$ cat src/include/fps_pkg.sv
// Shared constants and types of the flash program/erase sequencer
package fps_pkg;

    // ----------------------------------------
    // Bus geometry
    // ----------------------------------------
    localparam int ADDR_W = 20;
    localparam int DATA_W = 16;
    localparam int SECT_LSB = 16;
    localparam int SECT_W = ADDR_W - SECT_LSB;
    localparam int N_SECT = 1 << SECT_W;

    // ----------------------------------------
    // Command sequence addresses and codes
    // ----------------------------------------
    localparam logic [ADDR_W-1:0] UNLOCK_A1 = 20'h00AAA;
    localparam logic [ADDR_W-1:0] UNLOCK_A2 = 20'h00554;
    localparam logic [7:0] CODE_UNLOCK1 = 8'hAA;
    localparam logic [7:0] CODE_UNLOCK2 = 8'h55;
    localparam logic [7:0] CODE_PROG = 8'hA0;
    localparam logic [7:0] CODE_ERASE = 8'h80;
    localparam logic [7:0] CODE_CHIP = 8'h10;
    localparam logic [7:0] CODE_SECTOR = 8'h30;
    localparam logic [7:0] CODE_SUSPEND = 8'hB0;
    localparam logic [7:0] CODE_RESUME = 8'h30;
    localparam logic [7:0] CODE_RESET = 8'hF0;

    // Position within a command sequence (count of writes already matched)
    localparam logic [2:0] SEQ_IDLE = 3'h0;
    localparam logic [2:0] SEQ_UL2 = 3'h1;
    localparam logic [2:0] SEQ_CMD = 3'h2;
    localparam logic [2:0] SEQ_ARG = 3'h3;
    localparam logic [2:0] SEQ_UL5 = 3'h4;
    localparam logic [2:0] SEQ_LAST = 3'h5;

    // ----------------------------------------
    // Status bit positions on a read
    // ----------------------------------------
    localparam int BIT_POLL = 7;
    localparam int BIT_TOGGLE = 6;
    localparam int BIT_LIMIT = 5;
    localparam int BIT_TIMER = 3;

    // ----------------------------------------
    // Timing
    // ----------------------------------------
    localparam int CLK_MHZ = 20;
    localparam int ERASE_WIN_US = 50;
    localparam int ERASE_WIN_CYC = ERASE_WIN_US * CLK_MHZ;
    localparam int SUSP_MAX_US = 15;
    localparam int SUSP_MAX_CYC = SUSP_MAX_US * CLK_MHZ;
    localparam int PROG_CYC_DEF = 320;
    localparam int PROG_LIMIT_DEF = 4000;
    localparam int PREP_CYC_DEF = 20000;
    localparam int ERASE_CYC_DEF = 100000;

    // ----------------------------------------
    // Types
    // ----------------------------------------
    typedef struct packed {
        logic [ADDR_W-1:0] addr;
        logic [DATA_W-1:0] data;
    } fps_wr_t;

    typedef enum logic [7:0] {
        ST_READ = 8'h01,
        ST_PROG = 8'h02,
        ST_LOCK = 8'h04,
        ST_PREP = 8'h08,
        ST_EWAIT = 8'h10,
        ST_ERASE = 8'h20,
        ST_SPEND = 8'h40,
        ST_SUSP = 8'h80
    } fps_state_t;

endpackage

$ cat src/design/fps_timer.sv
// Loadable down counter used for algorithm and window timing
`timescale 1ns/10ps
`default_nettype none
module fps_timer #(
    parameter int W = 24
) (
    input wire logic clk_sys,
    input wire logic rst,
    input wire logic load,
    input wire logic [W-1:0] load_val,
    input wire logic run,
    output logic [W-1:0] cnt_q,
    output logic zero
);

    always_ff @(posedge clk_sys or posedge rst)
    begin
        if (rst)
        begin
            cnt_q <= '0;
        end
        else if (load)
        begin
            cnt_q <= load_val;
        end
        else if (run && cnt_q != '0)
        begin
            cnt_q <= cnt_q - W'(1);
        end
    end

    assign zero = (cnt_q == '0);

endmodule
`default_nettype wire

$ cat src/design/fps_sequencer.sv
// Flash command sequencer: decodes write sequences, runs program/erase algorithms
//
// Functional notes
// - Program starts only after the fourth write, carrying address and data.
// - One program command writes at most one word, at any address.
// - A 0 bit never becomes 1; such a request ends in the limit error.
// - All commands are ignored while a program runs.
// - Hardware reset aborts programming at once.
// - Toggle bit freezes in the cycle the limit bit sets.
// - Chip erase is a six-write sequence, starting after the sixth.
// - Chip erase first programs every bit to 0 itself.
// - Sector erase: sixth write 30H to even address opens the wait window.
// - Each further 30H to an even address restarts the window; erase starts 50 us after last.
// - B0H during sector erase or its window suspends the erase.
// - Suspend code has no effect during chip erase or programming.
// - Suspend while already suspended is ignored.
// - Suspend in the wait window ends it and suspends at once.
// - Suspend during erasing reaches the suspended state within 15 us.
// - While suspended, reads outside erased sectors are normal; no programming.
// - 30H while suspended resumes the sector erase.
// - Resume code is ignored while erase runs unsuspended.
// - Status reads toggle bit 6 while an algorithm runs.
// - Window timer bit reads 0 in the window, 1 once erasing began.
// - Limit bit reads 1 after exceeding the pulse limit, else 0.
`timescale 1ns/10ps
`default_nettype none
module fps_sequencer #(
    parameter int OP_W = 24,
    parameter int unsigned PROG_CYC = fps_pkg::PROG_CYC_DEF,
    parameter int unsigned PROG_LIMIT = fps_pkg::PROG_LIMIT_DEF,
    parameter int unsigned PREP_CYC = fps_pkg::PREP_CYC_DEF,
    parameter int unsigned ERASE_CYC = fps_pkg::ERASE_CYC_DEF,
    parameter int unsigned SUSP_LAT = fps_pkg::SUSP_MAX_CYC
) (
    input wire logic clk_sys,
    input wire logic rst,
    input wire logic wr_valid,
    input wire fps_pkg::fps_wr_t wr,
    input wire logic rd_valid,
    input wire logic [fps_pkg::ADDR_W-1:0] rd_addr,
    input wire logic [fps_pkg::DATA_W-1:0] arr_rdata,
    input wire logic [fps_pkg::DATA_W-1:0] arr_cur_word,
    output logic [fps_pkg::DATA_W-1:0] rd_data_q,
    output logic busy_q,
    output logic susp_q,
    output logic err_q,
    output logic arr_we_q,
    output logic [fps_pkg::ADDR_W-1:0] arr_addr_q,
    output logic [fps_pkg::DATA_W-1:0] arr_wdata_q,
    output logic arr_zero_all_q,
    output logic arr_erase_q,
    output logic [fps_pkg::N_SECT-1:0] arr_erase_mask_q
);

    localparam int SUSP_BOUND = 300;

    // ----------------------------------------
    // Decode helpers
    // ----------------------------------------
    function automatic logic cmd_is(input fps_pkg::fps_wr_t w, input logic [fps_pkg::ADDR_W-1:0] a,
                                    input logic [7:0] c);
        cmd_is = (w.addr == a) && (w.data[7:0] == c);
    endfunction

    function automatic logic [fps_pkg::SECT_W-1:0] sect_of(input logic [fps_pkg::ADDR_W-1:0] a);
        sect_of = a[fps_pkg::ADDR_W-1:fps_pkg::SECT_LSB];
    endfunction

    fps_pkg::fps_state_t state_q, state_d;
    logic [2:0] seq_q, seq_d;
    logic seq_erase_q, seq_erase_d;
    logic start_prog, start_chip, start_sect;
    logic chip_q, toggle_q;
    logic [fps_pkg::DATA_W-1:0] prog_data_q, rdata_d;
    logic [8:0] susp_cnt_q;
    logic op_load, op_zero, win_load, win_zero, op_run;
    logic [OP_W-1:0] op_val, op_cnt;
    logic prog_viol, prog_done, sect_wr, susp_wr, resume_wr;

    assign sect_wr = wr_valid && wr.data[7:0] == fps_pkg::CODE_SECTOR && !wr.addr[0];
    assign susp_wr = wr_valid && wr.data[7:0] == fps_pkg::CODE_SUSPEND;
    assign resume_wr = wr_valid && wr.data[7:0] == fps_pkg::CODE_RESUME;

    // ----------------------------------------
    // Command sequence decode
    // ----------------------------------------
    always_comb
    begin
        seq_d = seq_q;
        seq_erase_d = seq_erase_q;
        start_prog = 1'b0;
        start_chip = 1'b0;
        start_sect = 1'b0;
        if (wr_valid && state_q == fps_pkg::ST_READ)
        begin
            seq_d = fps_pkg::SEQ_IDLE;
            case (seq_q)
                fps_pkg::SEQ_IDLE:
                    if (cmd_is(wr, fps_pkg::UNLOCK_A1, fps_pkg::CODE_UNLOCK1))
                        seq_d = fps_pkg::SEQ_UL2;
                fps_pkg::SEQ_UL2:
                    if (cmd_is(wr, fps_pkg::UNLOCK_A2, fps_pkg::CODE_UNLOCK2))
                        seq_d = fps_pkg::SEQ_CMD;
                fps_pkg::SEQ_CMD:
                begin
                    if (cmd_is(wr, fps_pkg::UNLOCK_A1, fps_pkg::CODE_PROG))
                    begin
                        seq_d = fps_pkg::SEQ_ARG;
                        seq_erase_d = 1'b0;
                    end
                    else if (cmd_is(wr, fps_pkg::UNLOCK_A1, fps_pkg::CODE_ERASE))
                    begin
                        seq_d = fps_pkg::SEQ_ARG;
                        seq_erase_d = 1'b1;
                    end
                end
                fps_pkg::SEQ_ARG:
                    if (!seq_erase_q)
                        start_prog = 1'b1;
                    else if (cmd_is(wr, fps_pkg::UNLOCK_A1, fps_pkg::CODE_UNLOCK1))
                        seq_d = fps_pkg::SEQ_UL5;
                fps_pkg::SEQ_UL5:
                    if (cmd_is(wr, fps_pkg::UNLOCK_A2, fps_pkg::CODE_UNLOCK2))
                        seq_d = fps_pkg::SEQ_LAST;
                fps_pkg::SEQ_LAST:
                    if (cmd_is(wr, fps_pkg::UNLOCK_A1, fps_pkg::CODE_CHIP))
                        start_chip = 1'b1;
                    else if (sect_wr)
                        start_sect = 1'b1;
                default:
                    seq_d = fps_pkg::SEQ_IDLE;
            endcase
        end
    end

    always_ff @(posedge clk_sys or posedge rst)
    begin
        if (rst)
        begin
            seq_q <= fps_pkg::SEQ_IDLE;
            seq_erase_q <= 1'b0;
        end
        else
        begin
            seq_q <= seq_d;
            seq_erase_q <= seq_erase_d;
        end
    end

    // ----------------------------------------
    // Algorithm state machine
    // ----------------------------------------
    assign prog_viol = |(~arr_cur_word & prog_data_q);
    assign prog_done = (state_q == fps_pkg::ST_PROG) && !prog_viol && (op_cnt <= OP_W'(PROG_LIMIT - PROG_CYC));
    assign op_run = (state_q == fps_pkg::ST_PROG) || (state_q == fps_pkg::ST_PREP)
                    || (state_q == fps_pkg::ST_ERASE) || (state_q == fps_pkg::ST_SPEND);

    always_comb
    begin
        state_d = state_q;
        op_load = 1'b0;
        op_val = OP_W'(ERASE_CYC);
        win_load = 1'b0;
        case (state_q)
            fps_pkg::ST_READ:
                if (start_prog)
                begin
                    state_d = fps_pkg::ST_PROG;
                    op_load = 1'b1;
                    op_val = OP_W'(PROG_LIMIT);
                end
                else if (start_chip)
                begin
                    state_d = fps_pkg::ST_PREP;
                    op_load = 1'b1;
                    op_val = OP_W'(PREP_CYC);
                end
                else if (start_sect)
                begin
                    state_d = fps_pkg::ST_EWAIT;
                    win_load = 1'b1;
                end
            fps_pkg::ST_PROG:
                if (prog_done)
                    state_d = fps_pkg::ST_READ;
                else if (op_zero)
                    state_d = fps_pkg::ST_LOCK;
            fps_pkg::ST_LOCK:
                if (wr_valid && wr.data[7:0] == fps_pkg::CODE_RESET)
                    state_d = fps_pkg::ST_READ;
            fps_pkg::ST_PREP:
                if (op_zero)
                begin
                    state_d = fps_pkg::ST_ERASE;
                    op_load = 1'b1;
                end
            fps_pkg::ST_EWAIT:
                if (susp_wr)
                begin
                    state_d = fps_pkg::ST_SUSP;
                    op_load = 1'b1;
                end
                else if (sect_wr)
                    win_load = 1'b1;
                else if (win_zero)
                begin
                    state_d = fps_pkg::ST_ERASE;
                    op_load = 1'b1;
                end
            fps_pkg::ST_ERASE:
                if (op_zero)
                    state_d = fps_pkg::ST_READ;
                else if (susp_wr && !chip_q)
                    state_d = fps_pkg::ST_SPEND;
            fps_pkg::ST_SPEND:
                if (op_zero)
                    state_d = fps_pkg::ST_READ;
                else if (susp_cnt_q >= 9'(SUSP_LAT - 1))
                    state_d = fps_pkg::ST_SUSP;
            fps_pkg::ST_SUSP:
                if (resume_wr)
                    state_d = fps_pkg::ST_ERASE;
            default:
                state_d = fps_pkg::ST_READ;
        endcase
    end

    // Async reset drops any running algorithm; no array write is issued
    always_ff @(posedge clk_sys or posedge rst)
    begin
        if (rst)
            state_q <= fps_pkg::ST_READ;
        else
            state_q <= state_d;
    end

    always_ff @(posedge clk_sys or posedge rst)
    begin
        if (rst)
            susp_cnt_q <= '0;
        else if (state_q == fps_pkg::ST_SPEND)
            susp_cnt_q <= susp_cnt_q + 9'h001;
        else
            susp_cnt_q <= '0;
    end

    fps_timer #(.W(OP_W)) u_op_timer (
        .clk_sys(clk_sys),
        .rst(rst),
        .load(op_load),
        .load_val(op_val),
        .run(op_run),
        .cnt_q(op_cnt),
        .zero(op_zero)
    );

    fps_timer #(.W(OP_W)) u_win_timer (
        .clk_sys(clk_sys),
        .rst(rst),
        .load(win_load),
        .load_val(OP_W'(fps_pkg::ERASE_WIN_CYC)),
        .run(state_q == fps_pkg::ST_EWAIT),
        .cnt_q(),
        .zero(win_zero)
    );

    // ----------------------------------------
    // Error flag, erase scope and program latch
    // ----------------------------------------
    always_ff @(posedge clk_sys or posedge rst)
    begin
        if (rst)
            err_q <= 1'b0;
        else if (state_q == fps_pkg::ST_PROG && state_d == fps_pkg::ST_LOCK)
            err_q <= 1'b1;
        else if (state_d == fps_pkg::ST_READ)
            err_q <= 1'b0;
    end

    always_ff @(posedge clk_sys or posedge rst)
    begin
        if (rst)
        begin
            chip_q <= 1'b0;
            arr_erase_mask_q <= '0;
        end
        else if (start_chip)
        begin
            chip_q <= 1'b1;
            arr_erase_mask_q <= '1;
        end
        else if (start_sect || (state_q == fps_pkg::ST_EWAIT && sect_wr))
            arr_erase_mask_q[sect_of(wr.addr)] <= 1'b1;
        else if (state_q == fps_pkg::ST_READ)
        begin
            chip_q <= 1'b0;
            arr_erase_mask_q <= '0;
        end
    end

    always_ff @(posedge clk_sys or posedge rst)
    begin
        if (rst)
        begin
            arr_addr_q <= '0;
            prog_data_q <= '0;
        end
        else if (start_prog)
        begin
            arr_addr_q <= wr.addr;
            prog_data_q <= wr.data;
        end
    end

    // ----------------------------------------
    // Array commit strobes
    // ----------------------------------------
    always_ff @(posedge clk_sys or posedge rst)
    begin
        if (rst)
        begin
            arr_we_q <= 1'b0;
            arr_wdata_q <= '0;
            arr_zero_all_q <= 1'b0;
            arr_erase_q <= 1'b0;
        end
        else
        begin
            arr_we_q <= prog_done;
            arr_wdata_q <= prog_data_q & arr_cur_word;
            arr_zero_all_q <= state_q == fps_pkg::ST_PREP && op_zero;
            arr_erase_q <= (state_q == fps_pkg::ST_ERASE || state_q == fps_pkg::ST_SPEND) && op_zero;
        end
    end

    // ----------------------------------------
    // Status read path
    // ----------------------------------------
    always_ff @(posedge clk_sys or posedge rst)
    begin
        if (rst)
            toggle_q <= 1'b0;
        else if (rd_valid && op_run | (state_q == fps_pkg::ST_EWAIT) && !err_q)
            toggle_q <= !toggle_q;
    end

    always_comb
    begin
        rdata_d = arr_rdata;
        case (state_q)
            fps_pkg::ST_PROG, fps_pkg::ST_LOCK:
            begin
                rdata_d[fps_pkg::BIT_POLL] = !prog_data_q[fps_pkg::BIT_POLL];
                rdata_d[fps_pkg::BIT_TOGGLE] = toggle_q;
                rdata_d[fps_pkg::BIT_LIMIT] = err_q;
                rdata_d[fps_pkg::BIT_TIMER] = 1'b0;
            end
            fps_pkg::ST_PREP, fps_pkg::ST_ERASE, fps_pkg::ST_SPEND, fps_pkg::ST_EWAIT:
            begin
                rdata_d[fps_pkg::BIT_POLL] = 1'b0;
                rdata_d[fps_pkg::BIT_TOGGLE] = toggle_q;
                rdata_d[fps_pkg::BIT_LIMIT] = 1'b0;
                rdata_d[fps_pkg::BIT_TIMER] = state_q != fps_pkg::ST_EWAIT;
            end
            fps_pkg::ST_SUSP:
                if (arr_erase_mask_q[sect_of(rd_addr)])
                begin
                    rdata_d[fps_pkg::BIT_POLL] = 1'b1;
                    rdata_d[fps_pkg::BIT_TOGGLE] = 1'b1;
                    rdata_d[fps_pkg::BIT_LIMIT] = 1'b0;
                    rdata_d[fps_pkg::BIT_TIMER] = 1'b1;
                end
            default:
                rdata_d = arr_rdata;
        endcase
    end

    always_ff @(posedge clk_sys or posedge rst)
    begin
        if (rst)
        begin
            rd_data_q <= '0;
            busy_q <= 1'b0;
            susp_q <= 1'b0;
        end
        else
        begin
            if (rd_valid)
                rd_data_q <= rdata_d;
            busy_q <= state_d != fps_pkg::ST_READ && state_d != fps_pkg::ST_SUSP;
            susp_q <= state_d == fps_pkg::ST_SUSP;
        end
    end

    // ----------------------------------------
    // Checks
    // ----------------------------------------
    a_prog_start_fourth: assert property (@(posedge clk_sys) disable iff (rst)
        start_prog |=> state_q == fps_pkg::ST_PROG && arr_addr_q == $past(wr.addr))
        else $error("program did not start on fourth write");
    a_prog_single_word: assert property (@(posedge clk_sys) disable iff (rst)
        arr_we_q |=> !arr_we_q && state_q == fps_pkg::ST_READ)
        else $error("more than one word written");
    a_no_zero_rise: assert property (@(posedge clk_sys) disable iff (rst)
        arr_we_q |-> ($past(prog_data_q) & ~$past(arr_cur_word)) == '0)
        else $error("program turned a 0 bit into 1");
    a_prog_ignores_cmds: assert property (@(posedge clk_sys) disable iff (rst)
        (state_q == fps_pkg::ST_PROG && wr_valid && !prog_done && !op_zero) |=> state_q == fps_pkg::ST_PROG)
        else $error("command accepted during program");
    a_limit_freezes_toggle: assert property (@(posedge clk_sys) disable iff (rst)
        (err_q && rd_valid) |=> $stable(toggle_q) && rd_data_q[fps_pkg::BIT_LIMIT])
        else $error("toggle moved after limit error");
    a_chip_preprog: assert property (@(posedge clk_sys) disable iff (rst)
        start_chip |=> state_q == fps_pkg::ST_PREP ##0 (state_q == fps_pkg::ST_PREP) [*2])
        else $error("chip erase skipped preprogram");
    a_chip_no_suspend: assert property (@(posedge clk_sys) disable iff (rst)
        (chip_q && state_q == fps_pkg::ST_ERASE && susp_wr) |=> state_q != fps_pkg::ST_SPEND)
        else $error("suspend accepted during chip erase");
    a_window_suspend: assert property (@(posedge clk_sys) disable iff (rst)
        (state_q == fps_pkg::ST_EWAIT && susp_wr) |=> state_q == fps_pkg::ST_SUSP && susp_q)
        else $error("window suspend not immediate");
    a_suspend_latency: assert property (@(posedge clk_sys) disable iff (rst)
        $rose(state_q == fps_pkg::ST_SPEND) |-> ##[1:SUSP_BOUND] state_q != fps_pkg::ST_SPEND)
        else $error("suspend took longer than limit");
    a_resume_restart: assert property (@(posedge clk_sys) disable iff (rst)
        (state_q == fps_pkg::ST_SUSP && resume_wr) |=> state_q == fps_pkg::ST_ERASE)
        else $error("resume did not restart erase");
    a_window_timer_bit: assert property (@(posedge clk_sys) disable iff (rst)
        (rd_valid && state_q == fps_pkg::ST_EWAIT) |=> !rd_data_q[fps_pkg::BIT_TIMER])
        else $error("timer bit set inside window");
    a_bad_seq_drop: assert property (@(posedge clk_sys) disable iff (rst)
        (state_q == fps_pkg::ST_READ && wr_valid && seq_q == fps_pkg::SEQ_UL2
         && !cmd_is(wr, fps_pkg::UNLOCK_A2, fps_pkg::CODE_UNLOCK2)) |=> seq_q == fps_pkg::SEQ_IDLE)
        else $error("mismatched write kept sequence");

endmodule
`default_nettype wire

$ cat config.mk
export PLATFORM = sky130hd
export DESIGN_NAME = fps_sequencer
export DESIGN_NICKNAME = d
export VERILOG_FILES = /design/src/include/fps_pkg.sv /design/src/design/fps_timer.sv /design/src/design/fps_sequencer.sv
export SDC_FILE = /design/constraint.sdc
export NUM_CORES = 1
export LEC_CHECK = 0
export ABC_AREA = 1
export BUFFER_PORTS_ARGS = -buffer_cell sky130_fd_sc_hd__clkbuf_2
export CAP_MARGIN = 20
export CORE_UTILIZATION = 51
export CTS_CLUSTER_DIAMETER = 50
export DETAILED_ROUTE_END_ITERATION = 16
export GPL_ROUTABILITY_DRIVEN = 0
export PLACE_DENSITY = 0.84
export SYNTH_ARGS = -nofsm -noshare
export SYNTH_HDL_FRONTEND = slang
export SYNTH_SLANG_ARGS = --single-unit
$ cat constraint.sdc
create_clock -name clk_sys -period 4.6 [get_ports clk_sys]
set_clock_uncertainty 0.05 [all_clocks]
set_input_delay 0.46 -clock clk_sys [delete_from_list [all_inputs] [get_ports clk_sys]]
set_output_delay 0.46 -clock clk_sys [all_outputs]
set_load 0.1 [all_outputs]
==> results.py <==
metrics = {
    "timing": {
        "worstMarginPinSlew_ns": 0.895,
        "hold_ws_ns": 0.123,
        "slew_headroom_pct": 40.1,
        "setup_tns_ns": 0,
        "grt_setup_unrepaired": "no",
        "period_minus_slack_ns": 2.76,
        "final_max_slew_viol_count": 0,
        "fin_ws_ns": 1.84,
        "hold_violations": 0,
        "finalSetupViolations": 0,
        "fmax_mhz": 363,
        "period_share_pct": 59.9,
    },
    "clock_tree": {
        "tritoncts": "done",
        "ctsResizeCount": 0,
        "clock_sinks": 161,
        "numCtsBuffers": 17,
        "cts_setup_buffers": 0,
        "clk_latency_ns": 0.44,
        "clk_path_buf_depth": 2,
        "clkTransAtPathRegs_ns": 0.07,
        "ctsHoldBuffers": 0,
        "root_buffer": "clkbuf_16",
        "h-tree-depth": 4,
    },
    "synth": {
        "avgSynthCellArea_sq_um": 7.57,
        "synth_top_area_cell": "dfrtp_1",
        "synth.most_common_cell": "nand2_1",
        "yosys.area.top_type_share_pct": 45.7,
        "netlist_area_sq_mm": 0.00876,
        "syn_nets": 1253,
        "synth_cell_types": 41,
        "dominantRegCellSynth": "dfrtp_1",
        "synth_cells": 1157,
        "synth_edf_count": 0,
        "ys_ff_latch": 161,
        "synth-async-reset-ratio_pct": 100,
        "yosys_warnings": 0,
        "netlist_top_cells_area": "dfrtp_1, nand2_1, nor2_1",
        "synth_common_cells": "nand2_1, nor2_1, dfrtp_1",
        "ys_seq_area_share_pct": 46.0,
    },
    "global_routing": {
        "grt_max_degree": 125,
        "grt_pass1_wl_um": 36900,
        "grt_overflow": 0,
        "grt_pass1_vias": 7855,
        "track_usage_pct": 26.1,
        "antenna_found_initial": 0,
        "grt_use_met1_pct": 32.7,
        "grt_busiest_layer": "met2",
        "met2_usage_pct": 43.1,
        "grtUsageMet3_pct": 5.67,
    },
    "worst_setup_path": {
        "r2r_slack_ns": 1.84,
        "r2r_end": "u_op_timer.cnt_q[18]",
        "worstReg2RegStart": "state_q[7]",
        "cp-end-kind": "flip-flop",
        "cp_max_fo": 40,
        "start_kind": "flip-flop",
        "crit_type": "flip-flop to flip-flop",
        "critPathRequiredTime_ns": 4.89,
        "crit_arrival_ns": 3.05,
        "reg2reg_depth": 11,
    },
    "placed_design": {
        "hpwl_um": 15900,
        "io_buffers": 149,
        "place_ws_ns": 1.92,
    },
    "power_and_ir_drop": {
        "ir_worst_vdd_mv": 0.262,
        "leakage_nw": 5.22,
        "powerDensity_mw_per_mm2": 313,
    },
    "die": {
        "die_w_um": 133,
        "die_y_um": 133,
        "fp.dieArea_sq_mm": 0.0177,
        "core-area_sq_mm": 0.0167,
        "io_pins": 166,
        "start_util_pct": 52.5,
        "rows": 47,
    },
    "final_layout": {
        "areaGrowthSynthToFinish_pct": 17.7,
        "fin_nets": 1399,
        "drive_above_1_share_pct": 18.3,
        "fillers": 1447,
        "num_antenna_cells": 0,
        "utilization_pct": 61.7,
    },
    "routing": {
        "drt-total-wl_um": 22200,
        "ant_nets": 0,
        "num_vias": 8111,
        "route.detailed.drc": 0,
        "post_drt_via_cell_ratio": 5.28,
        "first_iter_violations": 688,
        "post_drt_wl_per_cell_um": 14.4,
        "firstDrtPassIters": 6,
    },
    "worst_hold_path": {
        "holdCritPathClass": "primary input to async pin",
    },
    "run_status": {
        "outcome": "finished, final reports clean",
    },
    "run": {
        "drv_cap": 0,
    },
}
[cells in the final DEF, fill, tap and decap left out, drive strengths merged, types with 7 or more instances in the layout]
master,Yosys,layout
nand2,318,318
nor2,187,187
clkbuf,8,166
dfrtp,160,160
inv,138,144
nand3,108,108
o21ai,52,52
xor2,30,30
a21oi,25,25
nand3b,23,23
nor3,20,20
nand4,18,18
o211ai,12,12
o22ai,9,9
or2,7,7
clkinv,0,7
[per-layer routing]
metal  routed length [um]  vias to the layer above
met5                    0                        -
met4                  796                        0
met3                 1210                       57
met2                10900                      256
met1                 9250                     3796
li1                     -                     4002
[worst max-delay path, stage by stage, from the launching register on]
cell	delay (ns)
dfrtp_1	0.41
nor2_2	0.08
nand2_2	0.14
nor2_4	0.07
nand2_2	0.08
inv_2	0.09
nand2_2	0.57
inv_4	0.30
a21oi_4	0.33
nand3_2	0.26
nand3b_1	0.18
nand2_1	0.06
[worst max path at each step]
| stage | from | end | slack (ns) | cells past startpoint |
|---|---|---|---|---|
| 3_5_place_dp | wr[0] | u_win_timer.cnt_q[8] | 1.92 | 12 |
| 5_1_grt | state_q[7] | u_op_timer.cnt_q[7] | 1.61 | 11 |
| 3_3_place_gp | state_q[0] | u_op_timer.cnt_q[1] | 1.97 | 11 |
| 4_1_cts | state_q[4] | busy_q | 1.86 | 11 |
| 6_report | state_q[7] | u_op_timer.cnt_q[18] | 1.84 | 11 |
| 2_1_floorplan | rst | arr_addr_q[0] | 2.05 | 1 |
[area by class of cell]
class                           count  area (sq um)  share of cell area, %
Clock inverter                     15           210                   2.04
Sequential cell                   161          4030                   39.1
Tap cell                          220           275                   2.67
Timing Repair Buffer              151           773                   7.50
Inverter                          138           524                   5.08
Multi-Input combinational cell    834          4070                   39.5
Clock buffer                       17           425                   4.13
[sequential cells by signal, indices dropped and copies added (netlist names)]
register / cells
u_win_timer.cnt_q: 24
state_q: 8
susp_q: 1
arr_addr_q: 20
rd_data_q: 16
seq_erase_q: 1
arr_wdata_q: 16
err_q: 1
seq_q: 3
prog_data_q: 16
arr_zero_all_q: 1
toggle_q: 1
susp_cnt_q: 9
chip_q: 1
arr_erase_mask_q: 16
u_op_timer.cnt_q: 24
arr_we_q: 1
arr_erase_q: 1
busy_q: 1
[kinds of logic (layout without fill, tap and decap cells)]
kind of cell | count (synthesis) | after routing | share of synthesized area, %
DFF | 161 | 161 | 46.0
xor gates and xnor gates | 35 | 35 | 3.50
and+or+nand+nor | 688 | 688 | 35.3
buffers and inverters | 162 | 321 | 7.51
AOI/OAI and AO/OA | 107 | 107 | 7.08
adders and majority gates | 4 | 4 | 0.571
[where the power goes]
| group | internal [mW] | leakage, nW | switching, mW |
|---|---|---|---|
| logic | 0.0568 | 2.94 | 0.234 |
| registers | 1.43 | 1.98 | 0.00828 |
| clock network | 0.794 | 0.308 | 0.699 |
| total | 2.28 | 5.22 | 0.941 |
[through the flow]
stage          cell area, sq um  total power [mW]  std cells
5_1_grt                   10300              3.31       1536
3_3_place_gp               9670              1.76       1503
3_5_place_dp               9670              1.76       1503
2_1_floorplan              8760              1.67       1157
4_1_cts                   10300              3.25       1535
6_report                  10300              3.22       1536
Power figures use the tool's default switching activity.
